[config.mk]
export PLATFORM = sky130hd
export DESIGN_NAME = dmf_top
export DESIGN_NICKNAME = d
export VERILOG_FILES = /design/src/verilog/dmf_top.v /design/src/verilog/dmf_tx.v /design/src/verilog/dmf_ais.v
export VERILOG_INCLUDE_DIRS = /design/src /design/src/verilog
export SDC_FILE = /design/constraint.sdc
export NUM_CORES = 1
export LEC_CHECK = 0
export BUFFER_PORTS_ARGS = -buffer_cell sky130_fd_sc_hd__buf_2
export CELL_PAD_IN_SITES_DETAIL_PLACEMENT = 0
export CELL_PAD_IN_SITES_GLOBAL_PLACEMENT = 1
export CORE_AREA = 5 5 197 199
export DETAILED_ROUTE_END_ITERATION = 8
export DIE_AREA = 0 0 202 204
export HOLD_SLACK_MARGIN = 0.08
export PLACE_DENSITY = 0.53
export SLEW_MARGIN = 20
export SYNTH_ARGS = -nofsm -noshare
export SYNTH_HDL_FRONTEND = slang
export SYNTH_HIERARCHICAL = 1
export SYNTH_SLANG_ARGS = --single-unit
[constraint.sdc]
create_clock -name CLK -period 8.05 [get_ports CLK]
set_input_delay 0.4025 -clock CLK [delete_from_list [all_inputs] [get_ports CLK]]
set_output_delay 0.4025 -clock CLK [all_outputs]
set_load 0.05 [all_outputs]
[src/verilog/dmf_regs.vh]
// constants for the ds2 multiplexer and framer channel
`ifndef DMF_REGS_VH
`define DMF_REGS_VH
// ----------------------------------------------------------------
// ansi-style multiframe: 4 subframes x 6 blocks x 49 bits
// ----------------------------------------------------------------
`define DMF_A_LAST_BIT 8'd48
`define DMF_A_LAST_BLK 3'd5
`define DMF_A_LAST_SUB 3'd3
`define DMF_MFAS       3'b011
`define DMF_FAS_A      2'b01
`define DMF_BLK_M      3'd0
`define DMF_BLK_C1     3'd1
`define DMF_BLK_F0     3'd2
`define DMF_BLK_C2     3'd3
`define DMF_BLK_C3     3'd4
`define DMF_BLK_F1     3'd5
`define DMF_A_SYNC_N   4'd11
`define DMF_A_MF_BITS  11'd1176
// ----------------------------------------------------------------
// international frame: 5 sets x 168 bits
// ----------------------------------------------------------------
`define DMF_I_LAST_BIT 8'd167
`define DMF_I_LAST_SET 3'd4
`define DMF_I_FAS      9'b111010000
`define DMF_I_FAS_LEN  8'd9
`define DMF_I_FAS_END  8'd8
`define DMF_I_OH_LEN   8'd3
`define DMF_I_OPP_END  8'd6
`define DMF_I_SET_RAI  3'd1
`define DMF_I_SET_JC   3'd2
`define DMF_I_BIT_PAR  8'd1
`define DMF_I_SYNC_N   4'd3
`define DMF_I_LOF_N    3'd4
`define DMF_I_MF_BITS  11'd840
// ----------------------------------------------------------------
// alarm and loopback figures
// ----------------------------------------------------------------
`define DMF_AIS_WIN_A  12'd3156
`define DMF_AIS_WIN_I  12'd1680
`define DMF_AIS_ZLIM_A 3'd3
`define DMF_AIS_ZLIM_I 3'd5
`define DMF_LOOP_MF    3'd5
`define DMF_RAI_MF     2'd3
`endif

[src/verilog/dmf_top.v]
// ds2 multiplexer/demultiplexer and framer channel, top level
`timescale 1ns/1ps
`include "dmf_regs.vh"
module dmf_top #(
	parameter PW = 16,                         // parity counter width
	parameter SW = 8                           // alarm setting width
) (
	input  wire          CLK,                  // 250 mhz clock
	input  wire          RST,                  // async reset, high
	input  wire          FMT_INTL,             // 1 = international
	input  wire          TX_DS2_REQ,           // next ds2 bit wanted
	output wire          TX_DS2_DATA,          // ds2 bit out
	output wire          TX_DS2_VALID,         // ds2 bit strobe
	input  wire [3:0]    TX_TRIB_DATA,         // tributary bits in
	input  wire [3:0]    TX_TRIB_LOW,          // tributary short
	output wire [3:0]    TX_TRIB_RD,           // tributary bit taken
	input  wire          TX_AIS_EN,            // send all ones
	input  wire          TX_X_BIT,             // free overhead bit
	input  wire          TX_LOOP_EN,           // send loop code
	input  wire [3:0]    TX_LOOP_CODE,         // requested loops
	input  wire          TX_RAI,               // remote alarm out
	input  wire          TX_RES_BIT,           // reserved bit out
	input  wire          RX_DS2_DATA,          // ds2 bit in
	input  wire          RX_DS2_VALID,         // ds2 bit strobe
	output reg  [3:0]    RX_TRIB_DATA,         // tributary bits out
	output reg  [3:0]    RX_TRIB_VALID,        // tributary strobes
	output reg           RX_IN_FRAME,          // framer aligned
	output reg  [3:0]    RX_LOOP_REQ,          // loop request flags
	output wire          RX_AIS,               // alarm indication
	output reg           RX_RAI,               // remote alarm in
	input  wire          RX_PAR_EN,            // parity check on
	input  wire          RX_PAR_CLR,           // clear error count
	output reg  [PW-1:0] RX_PAR_ERR_CNT,       // parity errors
	input  wire [SW-1:0] AIS_PERSIST_INTERVAL_SETTING // persistence
);
	// ----------------------------------------------------------------
	// functions
	// ----------------------------------------------------------------
	function maj3;
		input [2:0] v;
		maj3 = (v[0] & v[1]) | (v[0] & v[2]) | (v[1] & v[2]);
	endfunction

	function [2:0] pop5;
		input [4:0] v;
		pop5 = {2'd0, v[0]} + {2'd0, v[1]} + {2'd0, v[2]} +
			{2'd0, v[3]} + {2'd0, v[4]};
	endfunction

	// ----------------------------------------------------------------
	// transmit path
	// ----------------------------------------------------------------
	dmf_tx u_tx (
		.clk       (CLK),
		.rst       (RST),
		.intl      (FMT_INTL),
		.ais_en    (TX_AIS_EN),
		.x_bit     (TX_X_BIT),
		.loop_en   (TX_LOOP_EN),
		.loop_code (TX_LOOP_CODE),
		.rai       (TX_RAI),
		.res_bit   (TX_RES_BIT),
		.req       (TX_DS2_REQ),
		.trib_data (TX_TRIB_DATA),
		.trib_low  (TX_TRIB_LOW),
		.ds2_data  (TX_DS2_DATA),
		.ds2_valid (TX_DS2_VALID),
		.trib_rd   (TX_TRIB_RD)
	);

	// ----------------------------------------------------------------
	// receive position and decode
	// ----------------------------------------------------------------
	wire       intl = FMT_INTL;
	wire       d    = RX_DS2_DATA;
	wire [8:0] fas_i = `DMF_I_FAS;
	wire [2:0] mfas  = `DMF_MFAS;
	wire [1:0] fas_a = `DMF_FAS_A;
	reg  [2:0] s_q, b_q;
	reg  [7:0] c_q;
	reg  [1:0] rr_q;
	reg  [8:0] sh_q, jc_q;
	reg  [3:0] good_q;
	reg  [2:0] bad_q, cb_q, lcnt_q;
	reg  [4:0] fh_q;
	reg  [3:0] mh_q, lpc_q, lpp_q;
	reg        acc_q, prv_q;
	reg  [1:0] rcnt_q;
	reg        chk_f, chk_m, okb, info, opp, drop, dbit;
	reg  [1:0] t;
	reg  [7:0] cm1;
	reg  [3:0] oh;
	wire [8:0] sh_n = {sh_q[7:0], d};
	wire [4:0] fh_n = {fh_q[3:0], ~okb};
	wire [3:0] mh_n = {mh_q[2:0], ~okb};
	wire lbit = intl ? (c_q == `DMF_I_LAST_BIT) : (c_q == `DMF_A_LAST_BIT);
	wire lblk = intl | (b_q == `DMF_A_LAST_BLK);
	wire lsub = intl ? (s_q == `DMF_I_LAST_SET) : (s_q == `DMF_A_LAST_SUB);
	wire wrap = lbit & lblk & lsub;
	wire in_fas = intl && s_q == 3'd0 && c_q < `DMF_I_FAS_LEN;
	wire chk_i  = intl && s_q == 3'd0 && c_q == `DMF_I_FAS_END;
	wire fas_ok = sh_n == fas_i;
	wire lof_f  = pop5({1'b0, fh_n[3:0]}) >= 3'd2 || pop5(fh_n) >= 3'd3;
	wire lof_m  = pop5({1'b0, mh_n}) >= 3'd3;
	wire [3:0] good_n = good_q + 4'd1;
	wire [2:0] bad_n  = bad_q + 3'd1;
	wire [2:0] lcnt_n = (lpc_q == lpp_q && lpc_q != 4'h0) ?
		((lcnt_q == `DMF_LOOP_MF) ? lcnt_q : lcnt_q + 3'd1) :
		{2'd0, lpc_q != 4'h0};
	wire ihunt = intl && !RX_IN_FRAME && good_q == 4'd0;

	always @* begin
		cm1   = c_q - 8'd1;
		chk_f = !intl && c_q == 8'd0 &&
			(b_q == `DMF_BLK_F0 || b_q == `DMF_BLK_F1);
		chk_m = !intl && c_q == 8'd0 && b_q == `DMF_BLK_M &&
			s_q != `DMF_A_LAST_SUB;
		okb   = chk_f ? d == fas_a[b_q == `DMF_BLK_F0] :
			d == mfas[2'd2 - s_q[1:0]];
		info  = 1'b0;
		opp   = 1'b0;
		drop  = 1'b0;
		t     = 2'd0;
		dbit  = d;
		if (intl) begin
			opp = s_q == `DMF_I_LAST_SET && c_q >= `DMF_I_OH_LEN &&
				c_q < `DMF_I_OPP_END;
			info = !in_fas && !(s_q != 3'd0 && c_q < `DMF_I_OH_LEN);
			t = opp ? c_q[1:0] - 2'd3 : rr_q;
			drop = opp && maj3({jc_q[3'd2 - t], jc_q[3'd5 - t],
				jc_q[4'd8 - t]});
		end else begin
			info = c_q != 8'd0;
			t    = cm1[1:0];
			drop = b_q == `DMF_A_LAST_BLK && cm1 == {5'd0, s_q} &&
				maj3(cb_q);
			dbit = d ^ t[0];
		end
		oh = 4'h0;
		oh[t] = info & ~drop;
	end

	// ----------------------------------------------------------------
	// framer, demultiplexer and overhead monitors
	// ----------------------------------------------------------------
	always @(posedge CLK or posedge RST) begin
		if (RST) begin
			s_q <= 3'd0; b_q <= 3'd0; c_q <= 8'd0; rr_q <= 2'd0;
			sh_q <= 9'd0; jc_q <= 9'd0; good_q <= 4'd0; bad_q <= 3'd0;
			fh_q <= 5'd0; mh_q <= 4'd0; cb_q <= 3'd0; lcnt_q <= 3'd0;
			lpc_q <= 4'h0; lpp_q <= 4'h0; acc_q <= 1'b0; prv_q <= 1'b0;
			rcnt_q <= 2'd0; RX_TRIB_DATA <= 4'h0; RX_TRIB_VALID <= 4'h0;
			RX_IN_FRAME <= 1'b0; RX_LOOP_REQ <= 4'h0; RX_RAI <= 1'b0;
			RX_PAR_ERR_CNT <= {PW{1'b0}};
		end else begin
			RX_TRIB_VALID <= 4'h0;
			// a new error wins over a clear in the same cycle
			if (RX_PAR_CLR)
				RX_PAR_ERR_CNT <= {PW{1'b0}};
			if (!RX_IN_FRAME) begin
				lcnt_q      <= 3'd0;
				RX_LOOP_REQ <= 4'h0;
			end
			if (RX_DS2_VALID) begin
				sh_q <= sh_n;
				// position: hunt jumps on the word, ansi hunt slips
				if (ihunt) begin
					if (fas_ok) begin
						s_q    <= 3'd0;
						c_q    <= `DMF_I_FAS_LEN;
						good_q <= 4'd1;
					end
				end else if (!RX_IN_FRAME && (chk_f | chk_m) && !okb) begin
					good_q <= 4'd0;
				end else if (lbit) begin
					c_q <= 8'd0;
					if (lblk) begin
						b_q <= 3'd0;
						s_q <= lsub ? 3'd0 : s_q + 3'd1;
					end else
						b_q <= b_q + 3'd1;
				end else
					c_q <= c_q + 8'd1;
				// ansi alignment and loss
				if ((chk_f | chk_m) && !RX_IN_FRAME && okb) begin
					good_q <= good_n;
					if (good_n == `DMF_A_SYNC_N) begin
						RX_IN_FRAME <= 1'b1;
						fh_q <= 5'd0;
						mh_q <= 4'd0;
					end
				end
				if ((chk_f | chk_m) && RX_IN_FRAME) begin
					if (chk_f)
						fh_q <= fh_n;
					else
						mh_q <= mh_n;
					if ((chk_f && lof_f) || (chk_m && lof_m)) begin
						RX_IN_FRAME <= 1'b0;
						good_q <= 4'd0;
					end
				end
				// international alignment and loss
				if (chk_i && !RX_IN_FRAME && good_q != 4'd0) begin
					good_q <= fas_ok ? good_n : 4'd0;
					if (fas_ok && good_n == `DMF_I_SYNC_N) begin
						RX_IN_FRAME <= 1'b1;
						bad_q <= 3'd0;
					end
				end
				if (chk_i && RX_IN_FRAME) begin
					bad_q <= fas_ok ? 3'd0 : bad_n;
					if (!fas_ok && bad_n == `DMF_I_LOF_N) begin
						RX_IN_FRAME <= 1'b0;
						good_q <= 4'd0;
					end
				end
				// control bit capture
				if (!intl && c_q == 8'd0 && (b_q == `DMF_BLK_C1 ||
					b_q == `DMF_BLK_C2 || b_q == `DMF_BLK_C3))
					cb_q <= {cb_q[1:0], d};
				if (intl && s_q >= `DMF_I_SET_JC && c_q < `DMF_I_OH_LEN)
					jc_q <= {jc_q[7:0], d};
				if (in_fas)
					rr_q <= 2'd0;
				else if (intl && info && !opp)
					rr_q <= (rr_q == 2'd2) ? 2'd0 : rr_q + 2'd1;
				if (RX_IN_FRAME) begin
					// tributary output
					RX_TRIB_VALID <= oh;
					RX_TRIB_DATA  <= (RX_TRIB_DATA & ~oh) | ({4{dbit}} & oh);
					// loopback request: third control bit inverted
					if (!intl && c_q == 8'd0 && b_q == `DMF_BLK_C3)
						lpc_q[s_q[1:0]] <= cb_q[0] == cb_q[1] && d != cb_q[0];
					if (!intl && wrap) begin
						lpp_q  <= lpc_q;
						lcnt_q <= lcnt_n;
						RX_LOOP_REQ <= (lcnt_n == `DMF_LOOP_MF) ?
							lpc_q : 4'h0;
					end
					// parity over tributary bits of the previous frame
					if (intl && wrap) begin
						prv_q <= acc_q ^ d;
						acc_q <= 1'b0;
					end else if (intl && info)
						acc_q <= acc_q ^ d;
					if (intl && RX_PAR_EN && s_q == `DMF_I_SET_RAI &&
						c_q == `DMF_I_BIT_PAR && d != prv_q &&
						RX_PAR_ERR_CNT != {PW{1'b1}})
						RX_PAR_ERR_CNT <= (RX_PAR_CLR ? {PW{1'b0}} :
							RX_PAR_ERR_CNT) + {{(PW-1){1'b0}}, 1'b1};
					// remote alarm change must hold three frames
					if (intl && s_q == `DMF_I_SET_RAI && c_q == 8'd0) begin
						if (d == RX_RAI)
							rcnt_q <= 2'd0;
						else if (rcnt_q == `DMF_RAI_MF - 2'd1) begin
							RX_RAI <= d;
							rcnt_q <= 2'd0;
						end else
							rcnt_q <= rcnt_q + 2'd1;
					end
				end
			end
		end
	end

	// ----------------------------------------------------------------
	// alarm indication detector
	// ----------------------------------------------------------------
	dmf_ais #(
		.SW (SW)
	) u_ais (
		.clk      (CLK),
		.rst      (RST),
		.intl     (intl),
		.bit_vld  (RX_DS2_VALID),
		.bit_val  (d),
		.in_frame (RX_IN_FRAME),
		.setting  (AIS_PERSIST_INTERVAL_SETTING),
		.ais      (RX_AIS)
	);
endmodule // dmf_top

[src/verilog/dmf_tx.v]
// transmit frame builder and tributary multiplexer
`timescale 1ns/1ps
`include "dmf_regs.vh"
module dmf_tx (
	input  wire       clk,        // system clock
	input  wire       rst,        // async reset, high
	input  wire       intl,       // international format
	input  wire       ais_en,     // send all ones
	input  wire       x_bit,      // subframe 4 block 1 bit
	input  wire       loop_en,    // send loopback code
	input  wire [3:0] loop_code,  // tributaries to request
	input  wire       rai,        // remote alarm bit
	input  wire       res_bit,    // reserved bit value
	input  wire       req,        // next bit wanted
	input  wire [3:0] trib_data,  // current tributary bits
	input  wire [3:0] trib_low,   // tributary short of data
	output reg        ds2_data,   // outgoing bit
	output reg        ds2_valid,  // bit strobe
	output reg  [3:0] trib_rd     // tributary bit taken
);
	wire [8:0] fas_i  = `DMF_I_FAS;
	wire [2:0] mfas   = `DMF_MFAS;
	wire [1:0] fas_a  = `DMF_FAS_A;
	reg  [2:0] s_q, b_q;
	reg  [7:0] c_q;
	reg  [1:0] rr_q;
	reg        stf_q, acc_q, par_q;
	reg  [2:0] jst_q;
	reg        bitv, tb, opp;
	reg  [3:0] rd;
	reg  [1:0] t;
	reg  [7:0] cm1;
	wire lbit = intl ? (c_q == `DMF_I_LAST_BIT) : (c_q == `DMF_A_LAST_BIT);
	wire lblk = intl | (b_q == `DMF_A_LAST_BLK);
	wire lsub = intl ? (s_q == `DMF_I_LAST_SET) : (s_q == `DMF_A_LAST_SUB);
	wire in_fas = intl && s_q == 3'd0 && c_q < `DMF_I_FAS_LEN;

	// ----------------------------------------------------------------
	// bit selection
	// ----------------------------------------------------------------
	always @* begin
		bitv = 1'b0;
		rd   = 4'h0;
		tb   = 1'b0;
		opp  = 1'b0;
		t    = 2'd0;
		cm1  = c_q - 8'd1;
		if (intl) begin
			if (in_fas)
				bitv = fas_i[4'd8 - c_q[3:0]];
			else if (s_q == `DMF_I_SET_RAI && c_q < `DMF_I_OH_LEN) begin
				case (c_q[1:0])
				2'd0:    bitv = rai;
				2'd1:    bitv = par_q;
				default: bitv = res_bit;
				endcase
			end else if (s_q >= `DMF_I_SET_JC && c_q < `DMF_I_OH_LEN)
				bitv = jst_q[c_q[1:0]];
			else if (s_q == `DMF_I_LAST_SET && c_q < `DMF_I_OPP_END) begin
				opp = 1'b1;
				tb  = 1'b1;
				t   = c_q[1:0] - 2'd3;
				if (!jst_q[t]) begin
					rd[t] = 1'b1;
					bitv  = trib_data[t];
				end
			end else begin
				tb    = 1'b1;
				t     = rr_q;
				rd[t] = 1'b1;
				bitv  = trib_data[t];
			end
		end else if (c_q == 8'd0) begin
			case (b_q)
			`DMF_BLK_M: bitv = (s_q == `DMF_A_LAST_SUB) ? x_bit :
				mfas[2'd2 - s_q[1:0]];
			`DMF_BLK_F0: bitv = fas_a[1];
			`DMF_BLK_F1: bitv = fas_a[0];
			// inverted third bit keeps the 2 of 3 vote intact
			`DMF_BLK_C3: bitv = stf_q ^ (loop_en & loop_code[s_q[1:0]]);
			default: bitv = stf_q;
			endcase
		end else begin
			t = cm1[1:0];
			if (b_q == `DMF_A_LAST_BLK && cm1 == {5'd0, s_q} && stf_q)
				bitv = 1'b0;
			else begin
				rd[t] = 1'b1;
				bitv  = trib_data[t] ^ t[0];
			end
		end
		if (ais_en) begin
			bitv = 1'b1;
			rd   = 4'h0;
		end
	end

	// ----------------------------------------------------------------
	// counters and outputs
	// ----------------------------------------------------------------
	always @(posedge clk or posedge rst) begin
		if (rst) begin
			s_q <= 3'd0; b_q <= 3'd0; c_q <= 8'd0; rr_q <= 2'd0;
			stf_q <= 1'b0; jst_q <= 3'd0; acc_q <= 1'b0; par_q <= 1'b0;
			ds2_data <= 1'b0; ds2_valid <= 1'b0; trib_rd <= 4'h0;
		end else begin
			ds2_valid <= req;
			trib_rd   <= req ? rd : 4'h0;
			if (req) begin
				ds2_data <= bitv;
				if (!intl && c_q == 8'd0 && b_q == `DMF_BLK_M)
					stf_q <= trib_low[s_q[1:0]];
				if (in_fas)
					rr_q <= 2'd0;
				else if (tb && !opp)
					rr_q <= (rr_q == 2'd2) ? 2'd0 : rr_q + 2'd1;
				if (intl && s_q == 3'd0 && c_q == 8'd0)
					jst_q <= trib_low[2:0];
				if (lbit && lblk && lsub) begin
					par_q <= acc_q ^ (tb & bitv);
					acc_q <= 1'b0;
				end else if (tb)
					acc_q <= acc_q ^ bitv;
				if (lbit) begin
					c_q <= 8'd0;
					if (lblk) begin
						b_q <= 3'd0;
						s_q <= lsub ? 3'd0 : s_q + 3'd1;
					end else
						b_q <= b_q + 3'd1;
				end else
					c_q <= c_q + 8'd1;
			end
		end
	end
endmodule // dmf_tx

[src/verilog/dmf_ais.v]
// alarm indication detector for the received ds2 stream
`timescale 1ns/1ps
`include "dmf_regs.vh"
module dmf_ais #(
	parameter SW = 8                // width of the interval setting
) (
	input  wire          clk,       // system clock
	input  wire          rst,       // async reset, high
	input  wire          intl,      // international format
	input  wire          bit_vld,   // received bit strobe
	input  wire          bit_val,   // received bit
	input  wire          in_frame,  // framer aligned
	input  wire [SW-1:0] setting,   // multiframes to persist
	output reg           ais        // alarm indication
);
	reg  [11:0]   win_q;
	reg  [10:0]   mf_q;
	reg  [2:0]    z_q;
	reg           cond_q;
	reg  [SW-1:0] per_q;
	wire [11:0] wlast = intl ? `DMF_AIS_WIN_I - 12'd1 : `DMF_AIS_WIN_A - 12'd1;
	wire [10:0] mlast = intl ? `DMF_I_MF_BITS - 11'd1 : `DMF_A_MF_BITS - 11'd1;
	wire [2:0]  zlim  = intl ? `DMF_AIS_ZLIM_I : `DMF_AIS_ZLIM_A;
	wire [2:0]  z_n   = (!bit_val && z_q != 3'd7) ? z_q + 3'd1 : z_q;

	always @(posedge clk or posedge rst) begin
		if (rst) begin
			win_q <= 12'd0; mf_q <= 11'd0; z_q <= 3'd0;
			cond_q <= 1'b0; per_q <= {SW{1'b0}}; ais <= 1'b0;
		end else if (in_frame) begin
			cond_q <= 1'b0;
			per_q  <= {SW{1'b0}};
			ais    <= 1'b0;
		end else if (bit_vld) begin
			if (win_q == wlast) begin
				win_q  <= 12'd0;
				z_q    <= 3'd0;
				cond_q <= z_n < zlim;
			end else begin
				win_q <= win_q + 12'd1;
				z_q   <= z_n;
			end
			mf_q <= (mf_q == mlast) ? 11'd0 : mf_q + 11'd1;
			if (mf_q == mlast) begin
				if (!cond_q) begin
					per_q <= {SW{1'b0}};
					ais   <= 1'b0;
				end else if (per_q >= setting)
					ais <= 1'b1;
				else
					per_q <= per_q + {{(SW-1){1'b0}}, 1'b1};
			end
		end
	end
endmodule // dmf_ais

Word level (Yosys, flattened, before mapping)
Memories as Yosys holds them, arrays and structs flattened.
Cells that the tools add are included.
- flip-flop bits (word level): 161
- memory bits (read-only): 16
- bits of input ports: 33
- output and inout port bits: 37
- logic and storage cells: 489
- memories kept: 1
- memory list (memory ; words ; bits a word ; read ports ; clocked after memory_dff ; wr ports ; line ; source):
    (no name shown) ; 16 ; 1 ; 1 ; 0 ; 0 ; dmf_tx.v:50 ; bitv = fas_i[4'd8 - c_q[3:0]];
- add/subtract/negate cells: 34
- magnitude comparators: 33
- eq/ne operators: 48
- multiplexer cells: 173
- bitwise operators: 35
- reduce and logical (&&, ||, !) cells: 125
- operators with widths (operator ; number):
    4-bit two-way mux ; 31
    8-bit two-way mux ; 10
    1-bit two-way mux ; 68
    3-bit two-way mux ; 22
    16-bit two-way mux ; 4
    1-bit logical AND ; 63
    3-bit AND reduction ; 10
    3-bit == test (second input constant) ; 9
    2-bit by 3-bit < comparator with 1-bit output (second input constant) ; 9
    8-bit by 1-bit adder with 8-bit output (second input constant) ; 3
    12-bit two-way mux ; 2
    2-bit AND reduction ; 12
    11-bit two-way mux ; 2
    2-bit nonzero test ; 11
    3-bit by 1-bit adder with 3-bit output (second input constant) ; 7
    2-bit two-way mux ; 10
    5-bit two-way mux ; 4
    1-bit binary-select mux with 2-bit select ; 9
    16-bit by 1-bit adder with 16-bit output (second input constant) ; 1
    8-bit by 3-bit == test with 1-bit output ; 2
    8-bit by 6-bit == test with 1-bit output (second input constant) ; 2
    8-bit == test (second input constant) ; 2
    8-bit logical NOT ; 2
    8-bit by 2-bit < comparator with 1-bit output (second input constant) ; 2
    65 further kinds ; 151

Depth between registers and ports, before layout
Gate-level depths: netlist of the first run.
- depth after elaboration: 20
- depth in mapped cells: 18
- mapped depth without buffers: 18

Modules after synthesis
Netlist of the first run, hierarchy kept.
- modules (own cells, without submodules) (module ; times used ; cells an instance ; area an instance (µm²) ; sequential area each (µm²)):
    dmf_top ; 1 ; 556 ; 5654.2 ; 2377.3
    dmf_ais ; 1 ; 261 ; 2317.2 ; 900.9
    dmf_tx ; 1 ; 229 ; 2155.8 ; 700.7

Worst setup path after synthesis of the first run
OpenSTA, ideal clock, no wires.
- path type: register to register
- start: register, netlist name c_q[4]
- end: register good_q[1]
- setup time: 127 ps
- data arrival time: 3729 ps
- required time: 7923 ps
- path slack: 4194 ps
- cell stages (with the launch flop): 18
- buffers on the path: 1
- clock period less this slack: 3856 ps
- path through: dfrtp_1 -> buf_6 -> nor4_4 -> nand3_1 -> o2bb2ai_1 -> xnor2_1 -> inv_1 -> fa_1 -> ha_1 -> ha_1 -> fa_1 -> nand2_1 -> a31oi_1 -> a41oi_1 -> o32ai_1 -> nor2_1 -> a21oi_1 -> o22ai_1
- RTL lines (item ; line ; source):
    end signal: assignment ; dmf_top.v:186 ; good_q <= good_n;
    end signal: assignment ; dmf_top.v:205 ; good_q <= fas_ok ? good_n : 4'd0;
    end: declaration ; dmf_top.v:83 ; reg [3:0] good_q;

==> impl_metrics.tcl, run 1 <==
set metrics [dict create \
    status "finished, final reports clean" \
    syn_avg_cell_area_um2 9.682 \
    critPathMaxFanout 10 \
    cp-start-kind "flop" \
    start_util_pct 27.34 \
    h-tree-depth 4 \
    peakVddDrop_uv 142.5 \
    placed_cell_area_um2 10950 \
    antenna_found_initial 0 \
    worstHoldPathCells 2 \
    cts-buffers-inserted 17 \
    die_y_um 204 \
    reg2reg_depth 16 \
    synth_top_area_share_pct 39.29 \
    syn_area_um2 10130 \
    cts_resized 0 \
    stdcell_count 1593 \
    io_pins 70 \
    cts_tree "built" \
    post_drt_via_cell_ratio 4.907 \
    dp_hpwl_mm 18.06 \
    leakage_uw 0.005150 \
    stdcell_area_um2 11480 \
    finalMaxSlewViolations 0 \
    synthCells 1046 \
    yosys_warnings 6 \
    n_fill_cell 3867 \
    root_buffer "clkbuf_16" \
    ys.flop_type "dfrtp_1" \
    met1_usage_pct 17.50 \
    place_congestion 0.7469 \
    nNetsFinal 1202 \
    die_area_um2 41210 \
    path_cells "nor4_4 -> nand3_1 -> o2bb2ai_1 -> xnor2_1 -> inv_1 -> fa_1 -> ha_1 -> ha_1 -> fa_1 -> nand2_1 -> a31oi_1 -> a41oi_1 -> o32ai_1 -> nor2_1 -> o21ai_0 -> o21ai_0" \
    pre_cts_ws_ns 3.354 \
    hp-class "in -> reg" \
    skew_ns 0.01692 \
    p_per_area_nw_per_um2 224.3 \
    wirelength_mm 25.47 \
    async_flop_share_pct 100.0 \
    max_freq_ghz 0.2178 \
    synth_edf_count 0 \
    io_buffers 69 \
    syn-num-nets 1141 \
    synth_seq_cells 159 \
    finalCriticalPeriod_ns 4.592 \
    dp.cells 1561 \
    grt_pass1_wl_mm 42.59 \
    drtAntennaViolNets 0 \
    clk_latency_ns 0.45 \
    cap_viol_max_count 0 \
    grt_use_total_pct 12.55 \
    worstPathRequired_ns 8.36 \
    n_antenna_cell 0 \
    top_usage_layer "met2" \
    setup_viol 0 \
    synth.distinct_cells 93 \
    grt_pass1_vias 7995 \
    drive_gt1_share_pct 18.32 \
    crit_arrival_ns 4.90 \
    fin_setup_tns_ns 0 \
    slew_headroom_pct 36.40 \
    wl_per_cell_um 15.99 \
    worst_slack_ns 3.458 \
    dieWidth_um 202 \
    clockBufferDepth 2 \
    yosysTopAreaCell "dfrtp_1" \
    crit_path_end_kind "flop" \
    clk_pin_slew_ns 0.07 \
    row_count 71 \
    hold_buffers 1 \
    grt_max_degree 66 \
    crit_path_max_incr_delay_ns 0.51 \
    post_cts_buffers 0 \
    grt_util_met3_pct 2.586 \
    ys_seq_area_share_pct 39.29 \
    period_share_pct 57.04 \
    core_area_um2 37040 \
    grt_setup_unrepaired "no" \
    drt_iter0_markers 388 \
    hold_viol 0 \
    netlist_top_cells_area "dfrtp_1 39%, ha_1 7.3%, mux2_2 4.7%, nand2_1 3.6%, inv_1 2.8%" \
    path_class "reg -> reg" \
    dr.pass1.iters 5 \
    grt_use_met2_pct 20.24 \
    drc 0 \
    worstMarginPinSlew_ns 0.9421 \
    via_count 7817 \
    overflow 0 \
    area_growth_pct 13.33 \
    critPathSlowestCell "nor4_4" \
    cts_sinks 159 \
]
[kinds of logic after synthesis]
family | after synthesis | synth area share, %
buf+inv | 117 | 5.004
compound gates | 203 | 14.80
simple gates | 387 | 20.36
mux | 67 | 8.253
flops | 159 | 39.29
xor+xnor | 51 | 4.411
fa+ha+maj | 62 | 7.882
[routing by layer]
metal  share of wire [%]  up-vias
met5                   0        -
met4                0.74        0
met3                 2.3       11
met2                  47       70
met1                  50     3824
li1                    -     3912
[metrics by stage]
stage               utilization (%)  hold slack [ns]  total power, µW
floorplan                         -           0.4339             1675
global placement              29.56           0.4699             1840
detailed placement            29.56           0.4765             1845
CTS                           30.98           0.1800             2622
global route                  30.98           0.1934             2761
finish                        30.98           0.2026             2575
[state kept, by name (all words and copies together), names as in the netlist, 4 cells and up, named ones only]
register,flops
fh_q,4
c_q,8
lpp_q,4
jc_q,9
sh_q,8
lpc_q,4
RX_TRIB_VALID,4
RX_PAR_ERR_CNT,16
u_ais/mf_q,11
good_q,4
u_tx/trib_rd,4
u_ais/per_q,8
u_ais/win_q,12
u_tx/c_q,8
RX_LOOP_REQ,4
[worst max-delay path, delay by kind of cell (launching register included)]
family / cells / cell delay, ns
compound gates: 6 / 1.05
xor+xnor: 1 / 0.22
simple gates: 4 / 1.07
flops: 1 / 0.50
fa+ha+maj: 4 / 1.43
buf+inv: 1 / 0.19
[report_power, final]
group          internal (µW)  switching [µW]  leakage (µW)
registers                916             211       0.00203
logic                    322             379       0.00286
clock network            398             350      0.000259
[layout by cell type, fill, tap and decap left out, types with 13 or more instances in the layout]
cell type	count
a21oi_1	25
and3_1	13
buf_2	69
clkbuf_16	17
dfrtp_1	159
ha_1	59
inv_1	74
mux2_2	42
mux2i_1	13
nand2_1	96
nand2b_1	13
nand3_1	46
nand4_1	31
nor2_1	73
nor2b_1	13
nor3_1	25
o21ai_0	51
xnor2_1	23
xor2_1	28
[cell usage after synthesis (9+ instances only)]
library cell	n
nor4_1	12
mux2i_1	13
a31oi_1	11
nor3_1	25
mux2_2	42
nand2_1	96
nand3b_1	9
xnor2_1	23
a21oi_1	25
nand2b_1	13
a21o_1	11
inv_1	75
o21ai_0	51
nand4_1	31
nor2b_1	13
ha_1	59
clkbuf_1	27
xor2_1	28
a32o_1	12
and3_1	13
o22ai_1	9
nand3_1	46
dfrtp_1	159
nor2_1	73
[final timing paths]
kind                           startpoint            end  slack (ns)
max reg2reg                        c_q[4]      good_q[3]        3.46
min in group asynchronous             RST      lcnt_q[0]        0.55
max                                c_q[4]      good_q[3]        3.46
min                        TX_TRIB_LOW[0]  u_tx/jst_q[0]        0.20
min reg2reg                      bad_q[1]       bad_q[1]        0.49
max in group asynchronous             RST        sh_q[4]        6.25
[cell type report]
class                           instances  area, µm²  share of cell area (%)
Inverter                               77      296.5                   2.584
Timing Repair Buffer                   82      445.4                   3.881
Clock buffer                           20      446.7                   3.892
Sequential cell                       159       3979                   34.67
Multi-Input combinational cell        770       5648                   49.21
Clock inverter                         11      68.82                  0.5996
Tap cell                              474      593.1                   5.167
(Power assumes the default switching activity.)
==> run 2: changes to the inputs <==
--- a/config.mk
+++ b/config.mk
@@ -13,7 +13,7 @@
 export DETAILED_ROUTE_END_ITERATION = 8
 export DIE_AREA = 0 0 202 204
 export HOLD_SLACK_MARGIN = 0.08
-export PLACE_DENSITY = 0.53
+export PLACE_DENSITY = 0.55
 export SLEW_MARGIN = 20
 export SYNTH_ARGS = -nofsm -noshare
 export SYNTH_HDL_FRONTEND = slang
==> constraint.sdc (replaced) <==
create_clock -name CLK -period 3.7 [get_ports CLK]
set_input_delay 0.185 -clock CLK [delete_from_list [all_inputs] [get_ports CLK]]
set_output_delay 0.185 -clock CLK [all_outputs]
set_load 0.05 [all_outputs]
==> run 2 against run 1 <==
  * Sequential share of layout area shrank 1.8 points
  * Combinational power increased to 2.7 times the previous value
  * Worst hold slack got worse by 0.096 ns
  * Maximum frequency is 21% higher
  * Total power up 130%
  * Count of clock-buffer cells in the layout fell by 2
  * Global-route usage is 0.18 points higher
  * Final cell count is 3.4% higher
  * Die area unchanged
  * Setup slack lost 3.6 ns
  * Design area rose by 5.4%
  * Flip-flop and latch count stayed put
  * The run now ends with negative setup slack left
==> impl_metrics.tcl, run 2 (synthesized netlist as in run 1, its figures left out) <==
set metrics [dict create \
    skew_ns 0.01048 \
    finalHoldWorstSlack_ns 0.1065 \
    grt_max_degree 44 \
    clk_pin_slew_ns 0.07 \
    status "finished with violations" \
    cts-buffers-inserted 17 \
    largest_reg_flops 16 \
    drc 0 \
    cp-start-kind "flop" \
    reg_top3 "RX_PAR_ERR_CNT x16, u_ais/win_q x12, u_ais/mf_q x11" \
    die_area_um2 41210 \
    die_y_um 204 \
    peakVddDrop_uv 330.3 \
    post_drt_via_cell_ratio 4.923 \
    placed_cell_area_um2 11310 \
    cts_tree "built" \
    h-tree-depth 4 \
    finalMaxSlewViolations 0 \
    max_freq_ghz 0.2626 \
    path_class "reg -> reg" \
    final_cell_mix "159 x dfrtp_1, 92 x nand2_1, 73 x inv_1" \
    place_congestion 0.7425 \
    regMostFlops "RX_PAR_ERR_CNT" \
    root_buffer "clkbuf_16" \
    p_per_area_nw_per_um2 494.8 \
    dp_hpwl_mm 18.49 \
    start_util_pct 27.34 \
    io_buffers 69 \
    area_growth_pct 19.43 \
    stdcell_count 1647 \
    grt_setup_unrepaired "yes" \
    dr.pass1.iters 7 \
    hp-class "in -> reg" \
    n_antenna_cell 0 \
    wl_per_cell_um 15.55 \
    core_area_um2 37040 \
    fin_setup_tns_ns -0.3889 \
    drtAntennaViolNets 0 \
    wirelength_mm 25.61 \
    mostFrequentLayoutCell "dfrtp_1" \
    slew_headroom_pct 37.09 \
    violations "negative setup slack" \
    n_fill_cell 3827 \
    row_count 71 \
    grt_pass1_wl_mm 43.40 \
    worstMarginPinSlew_ns 0.9319 \
    stdcell_area_um2 12100 \
    regArea_um2 3979 \
    critPathMaxFanout 3 \
    clk_latency_ns 0.44 \
    cap_viol_max_count 0 \
    multi_input_area_um2 5774 \
    io_pins 70 \
    hold_viol 0 \
    worst_slack_ns -0.1084 \
    cts_sinks 159 \
    worstPathRequired_ns 4.02 \
    setup_viol 5 \
    grt_pass1_vias 8326 \
    drive_gt1_share_pct 23.61 \
    nNetsFinal 1255 \
    grt_use_total_pct 12.73 \
    overflow 0 \
    final_util_pct 32.65 \
    dp.cells 1603 \
    period_share_pct 102.9 \
    via_count 8109 \
    antenna_found_initial 0 \
    crit_arrival_ns 4.13 \
    finalCriticalPeriod_ns 3.808 \
    dieWidth_um 202 \
    leakage_uw 0.005445 \
    clockBufferDepth 2 \
    drt_iter0_markers 504 \
    crit_path_end_kind "flop" \
]
-- run 2: metal layers --
metal	vias up	GRT usage [%]	wire length, µm
met3	16	2.190	578
li1	4011	-	-
met2	87	20.90	12200
met1	3995	17.43	12550
met4	0	3.394	274
met5	-	0	0
-- run 2: final timing paths --
check | to | start | depth (start not counted) | slack [ns]
worst max-delay path | good_q[3] | c_q[5] | 17 | -0.11
worst min-delay path | RX_PAR_ERR_CNT[4] | RX_PAR_CLR | 2 | 0.11
worst max register to register | good_q[3] | c_q[5] | 17 | -0.11
worst min register to register | bad_q[2] | bad_q[2] | 2 | 0.48
max in group asynchronous | RX_PAR_ERR_CNT[8] | RST | 4 | 2.53
min in group asynchronous | b_q[2] | RST | 3 | 0.38
-- run 2: final cells by class --
class	count	share of cell area (%)
inverter	77	2.472
multi-input combinational	770	47.74
clock inverter	14	1.210
sequential	159	32.90
clock buffer	18	3.631
timing repair buffer	135	7.148
tap	474	4.903
-- run 2: through the flow --
step / power (µW) / worst slack [ns]
floorplan: 3657 / -0.005775
global placement: 4161 / -0.04951
detailed placement: 4160 / -0.1319
CTS: 6047 / -0.05387
global route: 6401 / -0.3067
finish: 5985 / -0.1084
-- run 2: worst max-delay path: stages, from the launching register on --
cell	delay, ns
dfrtp_1	0.40
buf_6	0.13
nor4_4	0.37
nand4_1	0.20
o2bb2ai_4	0.20
xnor2_2	0.15
inv_2	0.06
fa_1	0.43
ha_1	0.29
ha_2	0.18
fa_1	0.47
nand2_1	0.06
a31oi_2	0.16
a41oi_2	0.07
o32ai_2	0.20
nor2_2	0.09
o21ai_1	0.14
o21ai_1	0.08
-- run 2: repair_timing --
| item | 4_1_cts | 5_1_grt |
|---|---|---|
| gates resized for setup | 5 | 18 |
| buffers inserted | 4 | 3 |
| hold buffers | 5 | 0 |
| setup endpoints to repair | 6 | 9 |
| endpoints found under the hold margin | 109 | 0 |
| pin swaps | 4 | 13 |
| cloned | 0 | 0 |
-- run 2: where the power goes --
part / internal [µW] / total (µW) / switching (µW)
registers: 1990 / 2320 / 323
clock network: 969 / 1790 / 823
logic: 865 / 1880 / 1010
